**src/hw/acc_pkg.sv**
```systemverilog
// constants and state layout for the comparator control block
// Operation
// - The raw comparator result is high while the chosen positive input is above the chosen negative input.
// - With the mux route bit set and the converter off, the converter mux output feeds the positive input.
// - Otherwise the positive pin is used; channel codes 0 to 10 pick channels 0 to 10, code 3 shared with the current source.
// - With the internal reference bit clear, the negative pin feeds the negative input.
// - With internal reference and source field 11, divider codes 00 to 11 pick 2.56, 1.28, 0.64 and 0.32 V.
// - Writing one to the power-off bit switches the comparator off, accepted at any time.
// - The comparator result is synchronised before it shows as the output status bit, 1 to 2 cycles late.
// - The event flag is set when the synchronised output shows the edge chosen by the event mode.
// - Event mode 00 is any toggle, 10 falling, 11 rising, 01 reserved.
// - The event flag clears when the interrupt vector runs or when software writes one to it.
// - An interrupt is requested only while flag, comparator enable and global enable are all set; the irq output follows status and mask without them.
// - With the capture route bit set the output feeds the timer capture front end, else no link exists.
// - A set pin input disable bit turns off that pin's input buffer and its port bit reads zero.
package acc_pkg;
  localparam int ADDR_W = 5;
  // register byte offsets
  localparam logic [4:0] OFF_CONV_B = 5'h00;
  localparam logic [4:0] OFF_CMP_CS = 5'h04;
  localparam logic [4:0] OFF_DIDR = 5'h08;
  localparam logic [4:0] OFF_IRQ_STS = 5'h0c;
  localparam logic [4:0] OFF_IRQ_MSK = 5'h10;
  // decode results
  localparam logic [2:0] SEL_CONV_B = 3'h0;
  localparam logic [2:0] SEL_CMP_CS = 3'h1;
  localparam logic [2:0] SEL_DIDR = 3'h2;
  localparam logic [2:0] SEL_STS = 3'h3;
  localparam logic [2:0] SEL_MSK = 3'h4;
  localparam logic [2:0] SEL_NONE = 3'h7;
  // converter_ctrl_status_b fields
  localparam int B_ROUTE = 6;
  localparam int B_DIV = 4;
  localparam logic [7:0] CONV_B_WMASK = 8'h77;
  // comparator_ctrl_status fields
  localparam int B_POFF = 7;
  localparam int B_IREF = 6;
  localparam int B_OUT = 5;
  localparam int B_FLAG = 4;
  localparam int B_IEN = 3;
  localparam int B_CAP = 2;
  localparam int B_MODE = 0;
  localparam logic [7:0] CMP_CS_WMASK = 8'hcf;
  // digital_input_disable_0 fields
  localparam int B_PDIS = 7;
  localparam int B_NDIS = 6;
  // interrupt status bits
  localparam int STS_W = 2;
  localparam int STS_EVT = 0;
  localparam int STS_TOG = 1;
  // reset values
  localparam logic [7:0] RST_CONV_B = 8'h00;
  localparam logic [7:0] RST_CMP_CS = 8'h00;
  localparam logic [7:0] RST_DIDR = 8'h00;
  localparam logic [1:0] RST_MSK = 2'h0;
  // event modes, channel limit, reference source
  localparam logic [1:0] MODE_TOGGLE = 2'h0;
  localparam logic [1:0] MODE_FALL = 2'h2;
  localparam logic [1:0] MODE_RISE = 2'h3;
  localparam logic [4:0] CH_MAX = 5'h0a;
  localparam logic [1:0] REFS_INT = 2'h3;
  localparam logic [1:0] RESP_OKAY = 2'h0;
  localparam logic [1:0] RESP_SLVERR = 2'h2;
endpackage : acc_pkg

```
**src/hw/acc_ctrl.sv**
```systemverilog
// comparator control: input routing, output sync, event flag, axi4-lite registers
//
// The register addresses and register access over AXI4-Lite were chosen for this implementation.
`timescale 1ns/1ps
module acc_ctrl (
  // clock, reset, enable
  input wire logic aclk,
  input wire logic aresetn,
  input wire logic clk_en,
  // axi4-lite write
  input wire logic s_axi_awvalid,
  output logic s_axi_awready,
  input wire logic [acc_pkg::ADDR_W-1:0] s_axi_awaddr,
  input wire logic [2:0] s_axi_awprot,
  input wire logic s_axi_wvalid,
  output logic s_axi_wready,
  input wire logic [31:0] s_axi_wdata,
  input wire logic [3:0] s_axi_wstrb,
  output logic s_axi_bvalid,
  input wire logic s_axi_bready,
  output logic [1:0] s_axi_bresp,
  // axi4-lite read
  input wire logic s_axi_arvalid,
  output logic s_axi_arready,
  input wire logic [acc_pkg::ADDR_W-1:0] s_axi_araddr,
  input wire logic [2:0] s_axi_arprot,
  output logic s_axi_rvalid,
  input wire logic s_axi_rready,
  output logic [31:0] s_axi_rdata,
  output logic [1:0] s_axi_rresp,
  // analog core and pins, asynchronous
  input wire logic cmp_result,
  input wire logic positive_pin_in,
  input wire logic negative_pin_in,
  // converter and cpu, same clock
  input wire logic converter_enable,
  input wire logic [4:0] channel_select_field,
  input wire logic [1:0] reference_source_field,
  input wire logic global_irq_enable,
  input wire logic irq_vector_ack,
  // analog routing controls
  output logic pos_mux_route,
  output logic [4:0] pos_channel,
  output logic pos_channel_ok,
  output logic neg_internal_ref,
  output logic [1:0] ref_divider_sel,
  output logic ref_ok,
  output logic comparator_power_off,
  output logic [2:0] auto_trigger_source_field,
  // timer capture and ports
  output logic capture_input,
  output logic positive_pin_din,
  output logic negative_pin_din,
  output logic positive_pin_buf_en,
  output logic negative_pin_buf_en,
  // interrupts
  output logic cmp_irq_req,
  output logic irq
);
  import acc_pkg::*;

  typedef struct packed {
    logic [7:0] conv_b;
    logic [7:0] cmp_cs;
    logic [7:0] didr;
    logic [STS_W-1:0] sts;
    logic [STS_W-1:0] msk;
    logic cmp_s1;
    logic cmp_s2;
    logic cmp_prev;
    logic ppin_s1;
    logic ppin_s2;
    logic npin_s1;
    logic npin_s2;
    logic aw_rdy;
    logic [4:0] awa;
    logic w_rdy;
    logic [7:0] wd;
    logic wbe;
    logic bvalid;
    logic [1:0] bresp;
    logic ar_rdy;
    logic rvalid;
    logic [7:0] rdata;
    logic [1:0] rresp;
    logic mux_route;
    logic [4:0] chan;
    logic chan_ok;
    logic neg_ref;
    logic [1:0] ref_div;
    logic ref_ok;
    logic power_off;
    logic cap_in;
    logic ppin_din;
    logic npin_din;
    logic pbuf_en;
    logic nbuf_en;
    logic cmp_irq;
    logic irq;
  } acc_state_t;

  localparam acc_state_t ST_RST = '{
    conv_b: RST_CONV_B, cmp_cs: RST_CMP_CS, didr: RST_DIDR, msk: RST_MSK,
    aw_rdy: 1'b1, w_rdy: 1'b1, ar_rdy: 1'b1, pbuf_en: 1'b1, nbuf_en: 1'b1, default: '0
  };

  acc_state_t q;
  acc_state_t d;

  function automatic logic [2:0] dec(input logic [4:0] a);
    if (a == OFF_CONV_B) begin
      return SEL_CONV_B;
    end else if (a == OFF_CMP_CS) begin
      return SEL_CMP_CS;
    end else if (a == OFF_DIDR) begin
      return SEL_DIDR;
    end else if (a == OFF_IRQ_STS) begin
      return SEL_STS;
    end else if (a == OFF_IRQ_MSK) begin
      return SEL_MSK;
    end else begin
      return SEL_NONE;
    end
  endfunction : dec

  function automatic logic edge_hit(input logic [1:0] mode, input logic rise, input logic fall);
    case (mode)
      MODE_TOGGLE: return rise | fall;
      MODE_FALL: return fall;
      MODE_RISE: return rise;
      default: return 1'b0;
    endcase
  endfunction : edge_hit

  logic rise;
  logic fall;
  logic evt;
  logic wr_go;
  logic flag_clr;
  logic [2:0] wsel;
  logic [2:0] rsel;

  always_comb begin
    d = q;
    flag_clr = 1'b0;
    wsel = dec(q.awa);
    rsel = dec(s_axi_araddr);
    // synchronisers; first stage feeds only the second
    d.cmp_s1 = cmp_result;
    d.cmp_s2 = q.cmp_s1;
    d.cmp_prev = q.cmp_s2;
    d.ppin_s1 = positive_pin_in;
    d.ppin_s2 = q.ppin_s1;
    d.npin_s1 = negative_pin_in;
    d.npin_s2 = q.npin_s1;
    rise = q.cmp_s2 & ~q.cmp_prev;
    fall = ~q.cmp_s2 & q.cmp_prev;
    // reserved mode 01 never fires
    evt = edge_hit(q.cmp_cs[B_MODE +: 2], rise, fall);

    // write channels taken independently, in either order
    if (q.aw_rdy && s_axi_awvalid) begin
      d.aw_rdy = 1'b0;
      d.awa = s_axi_awaddr;
    end
    if (q.w_rdy && s_axi_wvalid) begin
      d.w_rdy = 1'b0;
      d.wd = s_axi_wdata[7:0];
      d.wbe = s_axi_wstrb[0];
    end
    wr_go = !q.aw_rdy && !q.w_rdy && !q.bvalid;
    if (wr_go) begin
      d.bvalid = 1'b1;
      d.bresp = (wsel == SEL_NONE) ? RESP_SLVERR : RESP_OKAY;
      if (q.wbe) begin
        if (wsel == SEL_CONV_B) begin
          d.conv_b = q.wd & CONV_B_WMASK;
        end else if (wsel == SEL_CMP_CS) begin
          // power-off write taken at any time
          d.cmp_cs = (q.wd & CMP_CS_WMASK) | (q.cmp_cs & ~CMP_CS_WMASK);
          flag_clr = q.wd[B_FLAG];
        end else if (wsel == SEL_DIDR) begin
          d.didr = q.wd;
        end else if (wsel == SEL_MSK) begin
          d.msk = q.wd[STS_W-1:0];
        end
      end
    end
    if (q.bvalid && s_axi_bready) begin
      d.bvalid = 1'b0;
      d.aw_rdy = 1'b1;
      d.w_rdy = 1'b1;
    end

    // read: data sampled from current state, status clears on read
    if (q.ar_rdy && s_axi_arvalid) begin
      d.ar_rdy = 1'b0;
      d.rvalid = 1'b1;
      d.rresp = RESP_OKAY;
      d.rdata = 8'h00;
      if (rsel == SEL_CONV_B) begin
        d.rdata = q.conv_b;
      end else if (rsel == SEL_CMP_CS) begin
        d.rdata = {q.cmp_cs[7:6], q.cmp_s2, q.cmp_cs[4:0]};
      end else if (rsel == SEL_DIDR) begin
        d.rdata = q.didr;
      end else if (rsel == SEL_STS) begin
        d.rdata = {6'h00, q.sts};
        d.sts = '0;
      end else if (rsel == SEL_MSK) begin
        d.rdata = {6'h00, q.msk};
      end else begin
        d.rresp = RESP_SLVERR;
      end
    end
    if (q.rvalid && s_axi_rready) begin
      d.rvalid = 1'b0;
      d.ar_rdy = 1'b1;
    end

    // event flag: a new event wins over a same-cycle clear
    if (irq_vector_ack) begin
      flag_clr = 1'b1;
    end
    d.cmp_cs[B_FLAG] = evt | (q.cmp_cs[B_FLAG] & ~flag_clr);
    d.cmp_cs[B_OUT] = 1'b0;
    // sticky status after read-clear so a set wins
    d.sts[STS_EVT] = d.sts[STS_EVT] | evt;
    d.sts[STS_TOG] = d.sts[STS_TOG] | rise | fall;
    d.irq = |(d.sts & d.msk);

    // request follows flag and both enables
    d.cmp_irq = q.cmp_cs[B_FLAG] & q.cmp_cs[B_IEN] & global_irq_enable;

    // positive input routing; mux only while converter is off
    d.mux_route = q.conv_b[B_ROUTE] & ~converter_enable;
    d.chan = channel_select_field;
    // codes above 10 select nothing defined
    d.chan_ok = channel_select_field <= CH_MAX;
    // negative input: pin or divided internal reference
    d.neg_ref = q.cmp_cs[B_IREF];
    d.ref_div = q.conv_b[B_DIV +: 2];
    d.ref_ok = q.cmp_cs[B_IREF] & (reference_source_field == REFS_INT);
    d.power_off = q.cmp_cs[B_POFF];
    d.cap_in = q.cmp_cs[B_CAP] & q.cmp_s2;
    // disabled buffers read as zero
    d.ppin_din = q.ppin_s2 & ~q.didr[B_PDIS];
    d.npin_din = q.npin_s2 & ~q.didr[B_NDIS];
    d.pbuf_en = ~q.didr[B_PDIS];
    d.nbuf_en = ~q.didr[B_NDIS];
  end

  always_ff @(posedge aclk) begin
    if (!aresetn) begin
      q <= ST_RST;
    end else if (clk_en) begin
      q <= d;
    end
  end

  assign s_axi_awready = q.aw_rdy;
  assign s_axi_wready = q.w_rdy;
  assign s_axi_bvalid = q.bvalid;
  assign s_axi_bresp = q.bresp;
  assign s_axi_arready = q.ar_rdy;
  assign s_axi_rvalid = q.rvalid;
  assign s_axi_rdata = {24'h000000, q.rdata};
  assign s_axi_rresp = q.rresp;
  assign pos_mux_route = q.mux_route;
  assign pos_channel = q.chan;
  assign pos_channel_ok = q.chan_ok;
  assign neg_internal_ref = q.neg_ref;
  assign ref_divider_sel = q.ref_div;
  assign ref_ok = q.ref_ok;
  assign comparator_power_off = q.power_off;
  assign auto_trigger_source_field = q.conv_b[2:0];
  // buffer enables registered, so they trail the disable bits by one clock
  assign positive_pin_buf_en = q.pbuf_en;
  assign negative_pin_buf_en = q.nbuf_en;
  assign capture_input = q.cap_in;
  assign positive_pin_din = q.ppin_din;
  assign negative_pin_din = q.npin_din;
  assign cmp_irq_req = q.cmp_irq;
  assign irq = q.irq;
endmodule : acc_ctrl

```
**config.mk**
```make
export PLATFORM = sky130hd
export DESIGN_NAME = acc_ctrl
export DESIGN_NICKNAME = d
export VERILOG_FILES = /design/src/hw/acc_pkg.sv /design/src/hw/acc_ctrl.sv
export SDC_FILE = /design/constraint.sdc
export NUM_CORES = 1
export LEC_CHECK = 0
export ABC_AREA = 1
export BUFFER_PORTS_ARGS = -buffer_cell sky130_fd_sc_hd__buf_2
export CAP_MARGIN = 40
export CELL_PAD_IN_SITES_DETAIL_PLACEMENT = 1
export CELL_PAD_IN_SITES_GLOBAL_PLACEMENT = 2
export CORE_UTILIZATION = 24
export CTS_CLUSTER_SIZE = 14
export DETAILED_ROUTE_END_ITERATION = 10
export PLACE_DENSITY = 0.82
export SETUP_SLACK_MARGIN = 0.3
export SLEW_MARGIN = 25
export SYNTH_ARGS = -nofsm -noshare
export SYNTH_HDL_FRONTEND = slang
export SYNTH_SLANG_ARGS = --single-unit
```
**constraint.sdc**
```tcl
create_clock -name aclk -period 1.17 [get_ports aclk]
set_input_delay 0.117 -clock aclk [delete_from_list [all_inputs] [get_ports aclk]]
set_output_delay 0.117 -clock aclk [all_outputs]
set_load 0.1 [all_outputs]
```
==> impl_metrics.toml <==
[global_routing]
grt_pass1_vias = 3653
grt_pass1_wl_mm = 18.92
grt_max_degree = 47
grt_overflow_total = 0
antenna_found_initial = 0
grt_usage_pct = 15.38

[sta]
whs_ns = 0.01334
setup-tns-final_ns = -4.556
finalCritPeriodShare_pct = 123.7
fmax_mhz = 691.2
min_period_ns = 1.447
slew_violations = 0
rsz0062_at_grt = "yes"
skew_ns = 0.003009
finalWorstSetupSlack_ns = -0.2768
hold_viol = 0
setup_viol = 26

[outcome]
violations = "design-rule violations, negative setup slack"
status = "complete, but fails checks"

[clock_tree]
cts_tree = "done"
cts_made_buffers = 9
h-tree-depth = 3
hold_buffers = 0
clock-sinks = 80
insertion_delay_ns = 0.33
clkTransAtPathRegs_ns = 0.06
cts-root-buf = "clkbuf_16"
cts_buffer_depth = 2

[detailed_routing]
vias = 3489
vias_per_cell = 4.445
wl_per_cell_um = 15.31
antenna_left = 0
drc = 12
initialDrtViolationCount = 150
drt_wl_total_mm = 12.02
first_pass_iters = 9

[critical_path]
worstPathRequired_ns = 1.39
crit_type = "reg -> reg"
worstPathMaxFanout = 6
arrival_ns = 1.67
start_kind = "flip-flop"
cp-end-kind = "flip-flop"

[logic_synthesis]
synth_area_leaders = "dfxtp_1, buf_4, a21oi_1"
ys_seq_elements = 80
synthArstFlopShare_pct = 0
ys_warn_count = 0
synth_cell_types = 35
netlist.area_leader.share_pct = 44.17
synth_area_per_cell_um2 = 7.666
syn-cell-area_um2 = 3626
netlist_instances = 473
synth_edf_count = 0
yosysSeqAreaShare_pct = 44.17
synth-main-ff-cell = "dfxtp_1"
yosys.area.top_type = "dfxtp_1"

[final_layout]
drive_above_1_share_pct = 52.08
fin_cells = 785
final_nets = 672
area_growth_syn_to_layout_pct = 65.46
diodes = 0

[placement]
portBuffers = 76
post-dp-hpwl_mm = 8.513
numPlacedInstances = 737
place_congestion = 0.8694

[die]
die_h_um = 124.9
ios = 136
start_util_pct = 24.76
core_area_um2 = 14640
dieArea_um2 = 15600
rows = 44
die_x_um = 124.9

[run]
cap_violations = 0

[hold_path]
hp-class = "in -> reg"

[power_and_ir_drop]
power_density_nw_per_um2 = 1224
irDropWorstVdd_mv = 0.6363
p_leak_nw = 2.507
repair_timing:
item,CTS,global route
cloned,3,0
endpoints found under the hold margin,0,0
setup endpoints to repair,87,94
setup buffers,19,11
resized for setup,103,62
pin swaps,22,30
state kept, by name (all words and copies together) (netlist names), 2 cells and up:
register and flops:
pos_channel 5, auto_trigger_source_field 3, s_axi_rdata 8, ref_divider_sel 2, d 8, q 35
critical path: stages, from the launching register on:
cell and delay, ns:
dfxtp_4 0.35, nor2_4 0.11, nand2_2 0.08, nor2_4 0.11, nand2_4 0.09, nor3_4 0.30, inv_2 0.13, nor2_2 0.12
nor2_1 0.04
cell usage in the layout (no fill, tap or decap), types with 8 or more instances in the layout:
cell type  synthesis  layout
nand2_1           63      49
o21ai_1            4      11
dfxtp_4            0      25
dfxtp_1           80      37
nand3_1           17      10
o21ai_0           55      26
dfxtp_2            0      18
a21oi_1           55      28
inv_1             36      30
nand2_2            1       8
clkbuf_16          0       9
a21oi_2            1      26
nand4_1           10      10
buf_12             0      44
o21ai_2            2      22
buf_4             47      51
conb_1             1      26
buf_2              5      39
nor2_1            56      48
buf_6              1      15
synth_stat cells, drive strengths merged, types with 2 or more instances:
master and number:
o21ai 61, o211ai 2, clkbuf 9, nor2 62
a31oi 4, nor3 2, buf 56, clkinv 2
nand3 17, o21bai 2, nand2 65, ha 2
inv 37, dfxtp 80, nand4 12, a21oi 56
logic make-up (layout without fill, tap and decap cells):
kind of cell,after synthesis,count (layout),synth area share [%]
and+or+nand+nor,159,160,20.29
AOI/OAI and AO/OA,127,127,18.43
buffers and inverters,104,206,16.32
DFF,80,80,44.17
adders and majority gates,2,2,0.6900
other,1,26,0.1034
worst paths after layout:
| kind | slack (ns) | end | cells after the start | start |
|---|---|---|---|---|
| max | -0.28 | auto_trigger_source_field[0]$_SDFFE_PN0P_ | 8 | s_axi_bvalid$_SDFFE_PN0P_ |
| min | 0.01 | d[52]$_SDFFE_PN0P_ | 3 | positive_pin_in |
| max reg2reg | -0.28 | auto_trigger_source_field[0]$_SDFFE_PN0P_ | 8 | s_axi_bvalid$_SDFFE_PN0P_ |
| min reg2reg | 0.45 | negative_pin_din$_SDFFE_PN0P_ | 2 | q[50]$_SDFFE_PN0P_ |
where the power goes:
group	internal [W]	total [W]	switching (W)	leakage, nW
Clock	0.00142	0.00254	0.00112	0.136
Sequential	0.00281	0.00292	0.000111	0.676
Combinational	0.000623	0.00188	0.00126	1.69
Total	0.00485	0.00734	0.00249	2.51
area by class of cell:
cell class	instances	area [um^2]
clock buffer	9	225.2
sequential	80	1718
tap	184	230.2
multi-input combinational	315	1939
fill	1684	8645
clock inverter	6	33.78
timing repair buffer	152	1685
inverter	39	167.7
per-layer routing:
layer / track usage (%) / wire length, um / vias to the layer above
li1: - / - / 1741
met3: 3.136 / 474 / 10
met5: 0 / 0 / -
met1: 18.74 / 5078 / 1666
met4: 3.443 / 121 / 0
met2: 27.76 / 6343 / 72
stage by stage:
stage | cell area [um^2] | total power (W) | setup slack [ns] | util, %
finish | 6000 | 0.007342 | -0.2768 | 40.97
global route | 6000 | 0.007650 | -0.3926 | 40.97
CTS | 5714 | 0.007293 | -0.2031 | 39.02
detailed placement | 4930 | 0.004599 | -0.2248 | 33.66
global placement | 4930 | 0.004569 | -0.1381 | 33.66
floorplan | 3860 | 0.004140 | -0.2183 | -
Note: power is estimated with default switching activity, not from simulation.
